[src/shared/rpps_pkg.sv]
// Package for the RAM paging and pin status block: register map, field positions, reset values.
// Assumes an 8-bit register address space with byte-wide data.
package rpps_pkg;

  localparam logic [7:0] RPPS_PAGE_REG_ADDR = 8'h3F;
  localparam logic [7:0] RPPS_STD_BASE      = 8'h40;
  localparam logic [7:0] RPPS_STD_LAST      = 8'h7F;
  localparam logic [7:0] RPPS_ALT_BASE      = 8'h80;
  localparam logic [7:0] RPPS_ALT_LAST      = 8'hFF;

  localparam int RPPS_POL_BIT      = 6;
  localparam int RPPS_WDOG_BIT     = 5;
  localparam int RPPS_EXT_BIT      = 4;
  localparam int RPPS_ALT_PAGE_BIT = 2;
  localparam int RPPS_STD_PAGE_HI  = 1;
  localparam int RPPS_STD_PAGE_LO  = 0;

  localparam int RPPS_STD_OFS_BITS = 6;
  localparam int RPPS_ALT_OFS_BITS = 7;
  localparam int RPPS_RAM_DEPTH    = 256;

  localparam logic       RPPS_POL_RESET      = 1'b0;
  localparam logic       RPPS_ALT_PAGE_RESET = 1'b0;
  localparam logic [1:0] RPPS_STD_PAGE_RESET = 2'h0;
  localparam logic [7:0] RPPS_READ_NONE      = 8'h00;

  typedef enum logic [1:0] {
    RPPS_WIN_NONE,
    RPPS_WIN_STD,
    RPPS_WIN_ALT
  } rpps_window_type;

endpackage : rpps_pkg

[src/rpps_ram.sv]
// Byte-wide 256-entry RAM behind the two paged windows.
// Assumes one access per cycle; contents are never initialised.
`timescale 1ns/10ps
module rpps_ram
  import rpps_pkg::*;
(
  // Clock
  input  wire logic       clk,
  // Access
  input  wire logic       wr_en,
  input  wire logic [7:0] addr,
  input  wire logic [7:0] wr_data,
  output logic      [7:0] rd_data
);

  logic [7:0] mem [RPPS_RAM_DEPTH];

  // No reset port: the array holds whatever it had, including across battery operation
  always_ff @(posedge clk) begin
    if (wr_en) begin
      mem[addr] <= wr_data;
    end
    rd_data <= mem[addr];
  end

endmodule : rpps_ram

[src/rpps_top.sv]
// RAM paging control register, pin level status and paged RAM windows.
// Assumes a host serial front end that presents byte accesses on reg_addr with one-cycle
// strobes, and an analog comparator result for the battery-versus-threshold compare.
// Functional notes
// [RULE_01] Polarity bit 6 clear flags battery low on falling below the threshold, set flags it on rising above.
// [RULE_02] Bit 5 is read-only and returns the present watchdog input pin level.
// [RULE_03] Bit 4 is read-only and returns the present external interrupt pin level.
// [RULE_04] Bit 2 is a writable page bit used as the top RAM address bit for alternate window accesses.
// [RULE_05] Bits 1:0 are a writable page field used as the top two RAM address bits for standard window accesses.
// [RULE_06] Offsets 0x40 to 0x7F form a 64-byte standard window usable in both interface modes.
// [RULE_07] A standard access addresses RAM with the page field over the low 6 offset bits.
// [RULE_08] Offsets 0x80 to 0xFF form a 128-byte alternate window reachable only in the two-wire mode.
// [RULE_09] An alternate access addresses RAM with the page bit over the low 7 offset bits.
// [RULE_10] RAM contents are kept unchanged while running from the backup battery.
// [RULE_11] The host must write RAM before relying on it, since it is never initialised.
// [RULE_12] Reserved bits 7 and 3 read as zero and ignore writes.
`timescale 1ns/10ps
module rpps_top
  import rpps_pkg::*;
(
  // Clock and reset
  input  wire logic       clk,
  input  wire logic       reset,
  // Register access from the serial front end
  input  wire logic       spi_mode,
  input  wire logic       reg_wr,
  input  wire logic       reg_rd,
  input  wire logic [7:0] reg_addr,
  input  wire logic [7:0] reg_wdata,
  output logic      [7:0] reg_rdata,
  output logic            reg_rvalid,
  // Pins and analog status
  input  wire logic       watchdog_input_pin,
  input  wire logic       external_interrupt_pin,
  input  wire logic       vbat_above_ref,
  input  wire logic       battery_flag_clear,
  // Status out
  output logic            battery_low_flag,
  output logic            battery_flag_polarity
);

  logic       alt_ram_page_bit_q;
  logic [1:0] std_ram_page_bits_q;
  logic       pol_q;
  logic [1:0] wdog_sync_q;
  logic [1:0] ext_sync_q;
  logic [1:0] vbat_sync_q;
  logic       vbat_prev_q;
  logic       battery_low_flag_q;
  logic       watchdog_pin_level;
  logic       ext_input_pin_level;
  logic       bat_event;

  rpps_window_type win;
  logic [7:0]      ram_addr;
  logic            ram_wr;
  logic [7:0]      ram_rdata;
  logic [7:0]      page_rdata;
  rpps_window_type rd_win_q;
  logic [7:0]      page_rdata_q;
  logic            rd_pend_q;

  function automatic rpps_window_type decode_window(input logic [7:0] a, input logic spi);
    if (a >= RPPS_STD_BASE && a <= RPPS_STD_LAST) begin
      decode_window = RPPS_WIN_STD;
    end else if (a >= RPPS_ALT_BASE && !spi) begin
      decode_window = RPPS_WIN_ALT;
    end else begin
      decode_window = RPPS_WIN_NONE;
    end
  endfunction : decode_window

  // Pins come from outside the clock domain
  always_ff @(posedge clk) begin
    wdog_sync_q <= {wdog_sync_q[0], watchdog_input_pin};
    ext_sync_q  <= {ext_sync_q[0], external_interrupt_pin};
    vbat_sync_q <= {vbat_sync_q[0], vbat_above_ref};
  end

  assign watchdog_pin_level  = wdog_sync_q[1];
  assign ext_input_pin_level = ext_sync_q[1];

  always_ff @(posedge clk) begin
    if (reset) begin
      pol_q               <= RPPS_POL_RESET;
      alt_ram_page_bit_q  <= RPPS_ALT_PAGE_RESET;
      std_ram_page_bits_q <= RPPS_STD_PAGE_RESET;
    end else if (reg_wr && reg_addr == RPPS_PAGE_REG_ADDR) begin
      pol_q               <= reg_wdata[RPPS_POL_BIT];
      alt_ram_page_bit_q  <= reg_wdata[RPPS_ALT_PAGE_BIT];                       // see [RULE_04]
      std_ram_page_bits_q <= reg_wdata[RPPS_STD_PAGE_HI:RPPS_STD_PAGE_LO];       // see [RULE_05]
    end
  end

  // Comparator crossing in the selected direction sets the flag; set beats clear
  assign bat_event = pol_q ? (vbat_sync_q[1] && !vbat_prev_q)
                           : (!vbat_sync_q[1] && vbat_prev_q);                   // see [RULE_01]

  always_ff @(posedge clk) begin
    if (reset) begin
      vbat_prev_q        <= 1'b0;
      battery_low_flag_q <= 1'b0;
    end else begin
      vbat_prev_q <= vbat_sync_q[1];
      if (bat_event) begin
        battery_low_flag_q <= 1'b1;                                              // see [RULE_01]
      end else if (battery_flag_clear) begin
        battery_low_flag_q <= 1'b0;
      end
    end
  end

  always_ff @(posedge clk) begin
    if (reset) begin
      battery_low_flag      <= 1'b0;
      battery_flag_polarity <= RPPS_POL_RESET;
    end else begin
      battery_low_flag      <= battery_low_flag_q;
      battery_flag_polarity <= pol_q;
    end
  end

  always_comb begin
    win = decode_window(reg_addr, spi_mode);                                     // see [RULE_08]
    case (win)
      RPPS_WIN_STD: ram_addr = {std_ram_page_bits_q,
                                reg_addr[RPPS_STD_OFS_BITS-1:0]};                // see [RULE_07]
      RPPS_WIN_ALT: ram_addr = {alt_ram_page_bit_q,
                                reg_addr[RPPS_ALT_OFS_BITS-1:0]};                // see [RULE_09]
      default:      ram_addr = 8'h00;
    endcase
    ram_wr = reg_wr && (win != RPPS_WIN_NONE);                                   // see [RULE_06]
  end

  // Reserved bits 7 and 3 fixed at zero
  assign page_rdata = {1'b0, pol_q, watchdog_pin_level, ext_input_pin_level,
                       1'b0, alt_ram_page_bit_q, std_ram_page_bits_q};           // see [RULE_12]

  // RAM has no reset, so contents survive reset and battery running
  rpps_ram u_ram (                                                               // see [RULE_10]
    .clk     (clk),
    .wr_en   (ram_wr),
    .addr    (ram_addr),
    .wr_data (reg_wdata),
    .rd_data (ram_rdata)
  );

  always_ff @(posedge clk) begin
    if (reset) begin
      rd_pend_q    <= 1'b0;
      rd_win_q     <= RPPS_WIN_NONE;
      page_rdata_q <= RPPS_READ_NONE;
    end else begin
      rd_pend_q    <= reg_rd;
      rd_win_q     <= decode_window(reg_addr, spi_mode);
      page_rdata_q <= (reg_addr == RPPS_PAGE_REG_ADDR) ? page_rdata          // see [RULE_02]
                                                       : RPPS_READ_NONE;     // see [RULE_03]
    end
  end

  always_ff @(posedge clk) begin
    if (reset) begin
      reg_rdata  <= RPPS_READ_NONE;
      reg_rvalid <= 1'b0;
    end else begin
      reg_rvalid <= rd_pend_q;
      if (rd_pend_q) begin
        reg_rdata <= (rd_win_q != RPPS_WIN_NONE) ? ram_rdata : page_rdata_q;
      end
    end
  end
endmodule : rpps_top
[config.mk]
export PLATFORM = sky130hd
export DESIGN_NAME = rpps_top
export DESIGN_NICKNAME = d
export VERILOG_FILES = /design/src/shared/rpps_pkg.sv /design/src/rpps_ram.sv /design/src/rpps_top.sv
export SDC_FILE = /design/constraint.sdc
export NUM_CORES = 2
export LEC_CHECK = 0
export ABC_AREA = 1
export BUFFER_PORTS_ARGS = -buffer_cell sky130_fd_sc_hd__buf_4
export CELL_PAD_IN_SITES_DETAIL_PLACEMENT = 0
export CELL_PAD_IN_SITES_GLOBAL_PLACEMENT = 1
export CORE_MARGIN = 2
export CORE_UTILIZATION = 45
export DETAILED_ROUTE_END_ITERATION = 7
export PLACE_DENSITY_LB_ADDON = 0.1
export SYNTH_ARGS = -nofsm -noshare
export SYNTH_HDL_FRONTEND = slang
export SYNTH_SLANG_ARGS = --single-unit
export TNS_END_PERCENT = 20
[constraint.sdc]
create_clock -name clk -period 2.5 [get_ports clk]
set_clock_uncertainty 0.2 [all_clocks]
set_input_delay 0.25 -clock clk [delete_from_list [all_inputs] [get_ports clk]]
set_output_delay 0.25 -clock clk [all_outputs]
set_load 0.02 [all_outputs]
==> out/results.md <==
| Result | This run |
|---|---|
| Number of top-level pins | 36 |
| Multiplexer share of the synthesized area | 0% |
| Top Family by Delay on Critical Path | buffers and inverters |
| Start point of the critical path | std_ram_page_bits_q[1] |
| Placed Cells incl. Taps | 11100 |
| Share of the yosys chip area belonging to registers | 72.8% |
| RD Place Congestion | 0.905 |
| Adder-cell area share of the yosys netlist | 0% |
| Number of levels in the clock H-tree | 4 |
| Mean instance size in the synthesized netlist | 10.7 um2 |
| CTS tree | done |
| Number of DRC markers after the initial detailed-route iteration | 5567 |
| Wirelength per Cell | 23.6 um |
| Number of flops mapped to enable cells by yosys | 2048 |
| Fraction of the mapped netlist area in simple logic gates | 23.5% |
| End of the worst register-to-register path | u_ram.rd_data[7] |
| Netlist cell types | 26 |
| Post-Synth XOR/XNOR Area | 0% |
| Die Outline Area | 194000 um2 |
| Relative slew slack | 45.2% |
| P&R area growth vs syn | 21.5% |
| Class of the most critical setup path | reg2reg |
| Number of buffers and inverters on the critical path | 6 |
| Final cell count without fillers | 11500 |
| Worst voltage drop across the vdd grid | 0.553 mV |
| Die width | 440 um |
| Worst R2R Path Depth | 13 |
| Most used flip-flop cell after synthesis | sky130_fd_sc_hd__edfxtp_1 |
| Setup crit end | u_ram.rd_data[7] |
| Root Buffer | sky130_fd_sc_hd__clkbuf_16 |
| Worst Setup Start Kind | register |
| First-pass GRT wire length | 393 mm |
| Leading cell type in the layout, fill and taps excluded | sky130_fd_sc_hd__nand2_1 |
| Number of global-route vias before repair | 58000 |
| Largest net degree at the start of global routing | 74 |
| Cell mode on critical path | sky130_fd_sc_hd__buf_4 |
| Path length in cells of the critical path | 13 |
| Total number of vias | 59800 |
| Global route overflow | 0 |
| Setup TNS | 0 ps |
| Crit path setup slack, layout | 22.3 ps |
| Total power density per cell area | 723 nW/um2 |
| Row count | 160 |
| Async set-or-reset flop fraction in the synthesized netlist | 0% |
| Post-synthesis cell count | 7978 |
| Nature of the critical path endpoint | register |
| Final period demand of the worst path | 2480 ps |
| Overall routing resource usage | 28.0% |
| Detailed Route WL | 272 mm |
| CP peak stage delay | 320 ps |
| Post-detailed-route via-to-cell ratio | 5.19 |
| Starting Density | 45.2% |
| RSZ-0062 raised after global routing | true |
| Crit-path max FO | 4 |
| Netlist Area Pre-Place | 85600 um2 |
| Fraction of the mapped netlist area in compound gates | 1.13% |
| DPL Wire Length | 179 mm |
| Max Freq | 404 MHz |
| Final setup violation count | 0 |
| Slew at the pin with the worst max-slew slack | 823 ps |
| Nets | 8845 |
| Initial antenna violation count | 7 |
| PortBufs | 35 |
| Tightest Hold Check Type | in2reg |
| Run status | complete, no violations |
| Number of failing hold endpoints at the final stage | 0 |
| Setup Slack @ Placement | -1120 ps |
| Antenna-violating nets left | 0 |
| Crit path arrival time | 3010 ps |
| Number of synthesized register bits | 2088 |
| Source of the worst register-to-register timing path | std_ram_page_bits_q[1] |
| Syn nets | 8003 |
| Post-route clock period utilization | 99.1% |
| Crit-path cells | inv_1 -> o22ai_4 -> nor2_4 -> buf_4 -> inv_1 -> nor2_1 -> buf_4 -> o21ai_1 -> buf_4 -> nand2_1 -> nor2_1 -> buf_4 -> nand4_1 |
| Leakage power | 41.7 nW |
| Remaining routing DRC violations | 0 |
| Overall die height | 440 um |
| Highest-count cells in the layout ignoring fill and taps | sky130_fd_sc_hd__nand2_1, sky130_fd_sc_hd__edfxtp_1, sky130_fd_sc_hd__buf_4 |
| Count of synthesis-stage warnings from yosys | 0 |
| Count of max-cap constraint violations | 0 |
| Clock latency on the worst-skew pair | 880 ps |
| Pins over their slew limit | 0 |
| DRT Pass-1 Iters | 8 |
| Clock-pin slew on the worst setup and hold paths | 70 ps |
| Slowest CP cell | sky130_fd_sc_hd__dfxtp_1 |
| Max clock buf depth | 3 |
| Layout cells sized above 1 | 15.7% |
| Floorplan core area | 190000 um2 |
| Register-to-register path setup slack | 20 ps |
| CTS Buf Count | 216 |
| Clk sinks | 2088 |
| Largest family of logic cells by synthesized area | simple AND/OR/NAND/NOR gates |
| Required time worst endpoint | 3040 ps |
[worst min-delay path by stage]
| stage | from | endpoint | slack, ps | cells after the start |
|---|---|---|---|---|
| 5_1_grt | reg_addr[3] | u_ram.mem[196][5] | 60 | 6 |
| 6_report | reg_addr[3] | u_ram.mem[196][6] | 70 | 6 |
| 2_1_floorplan | external_interrupt_pin | ext_sync_q[0] | 80 | 0 |
| 3_3_place_gp | wdog_sync_q[0] | wdog_sync_q[1] | 120 | 0 |
| 3_5_place_dp | vbat_sync_q[0] | vbat_sync_q[1] | 110 | 0 |
| 4_1_cts | reset | reg_rvalid | 10 | 3 |
[cell usage after synthesis, drive strengths merged, types with 3 or more instances]
| cell type | count | share of area (%) |
|---|---|---|
| buf | 227 | 1.5 |
| clkbuf | 183 | 0.80 |
| nor2 | 478 | 2.1 |
| edfxtp | 2048 | 72 |
| o211ai | 8 | 0.070 |
| nand3 | 262 | 1.5 |
| a21oi | 46 | 0.27 |
| nand4 | 57 | 0.42 |
| a211oi | 4 | 0.035 |
| nor3 | 3 | 0.018 |
| inv | 54 | 0.24 |
| clkinv | 4 | 0.018 |
| dfxtp | 40 | 0.94 |
| o21ai | 126 | 0.74 |
| nand2 | 4435 | 19 |
[repair_timing]
action | 4_1_cts | 5_1_grt
setup buffers | 0 | 1
pin swaps | 0 | 4
cloned | 0 | 0
hold buffers | 28 | 0
resized for setup | 31 | 43
setup endpoints to repair | 951 | 715
hold endpoints to repair | 1979 | 0
[layer usage]
metal	vias up	share of wire, %	routed length, um	global-route usage (%)
met5	-	0.017	46	0
met4	6	2.8	7650	8.30
met3	385	6.5	17700	3.90
met2	1937	48	130000	46.2
met1	29200	43	117000	38.7
li1	28200	-	-	-
[flip-flops by register name (all words and copies together), names as in the netlist]
name	count
battery_flag_polarity	1
battery_low_flag	1
vbat_sync_q	2
reg_rdata	8
alt_ram_page_bit_q	1
battery_low_flag_q	1
u_ram.mem	2048
ext_sync_q	2
u_ram.rd_data	8
reg_rvalid	1
page_rdata_q	6
rd_win_q	2
rd_pend_q	1
pol_q	1
vbat_prev_q	1
std_ram_page_bits_q	2
wdog_sync_q	2
[stage by stage]
stage	cell area, um2	total power, W	hold WS, ps	util (%)
final	104000	0.0752	70.0	54.9
after CTS	104000	0.0757	12.6	54.8
after detailed placement	96900	0.0453	112	51.1
after floorplan	85900	0.0418	77.7	-
after global routing	104000	0.0775	61.7	54.9
after global placement	96900	0.0452	116	51.1
[kinds of logic after synthesis]
logic type | count (synthesis)
simple gates | 5236
flops | 2088
buf+inv | 468
compound gates | 186
[layout make-up]
cell class / instances / area, um2
timing repair buffer: 1034 / 10100
sequential: 2088 / 62300
clock buffer: 282 / 5690
fill: 16400 / 85500
inverter: 58 / 269
tap: 2511 / 3140
antenna: 3 / 7.51
multi-input combinational: 5422 / 21600
clock inverter: 116 / 961
[power breakdown]
group,internal [W],switching (W),leakage (nW)
clock,0.0171,0.0135,3.24
sequential,0.0385,0.0000453,18.7
combinational,0.00195,0.00409,19.7
[worst register-to-register path, delay by kind of cell, from the launching register on]
kind / cells / cell delay, ps
compound gates: 2 / 440
buf+inv: 6 / 910
simple gates: 5 / 490
flops: 1 / 320
Power figures use the tool's default switching activity.
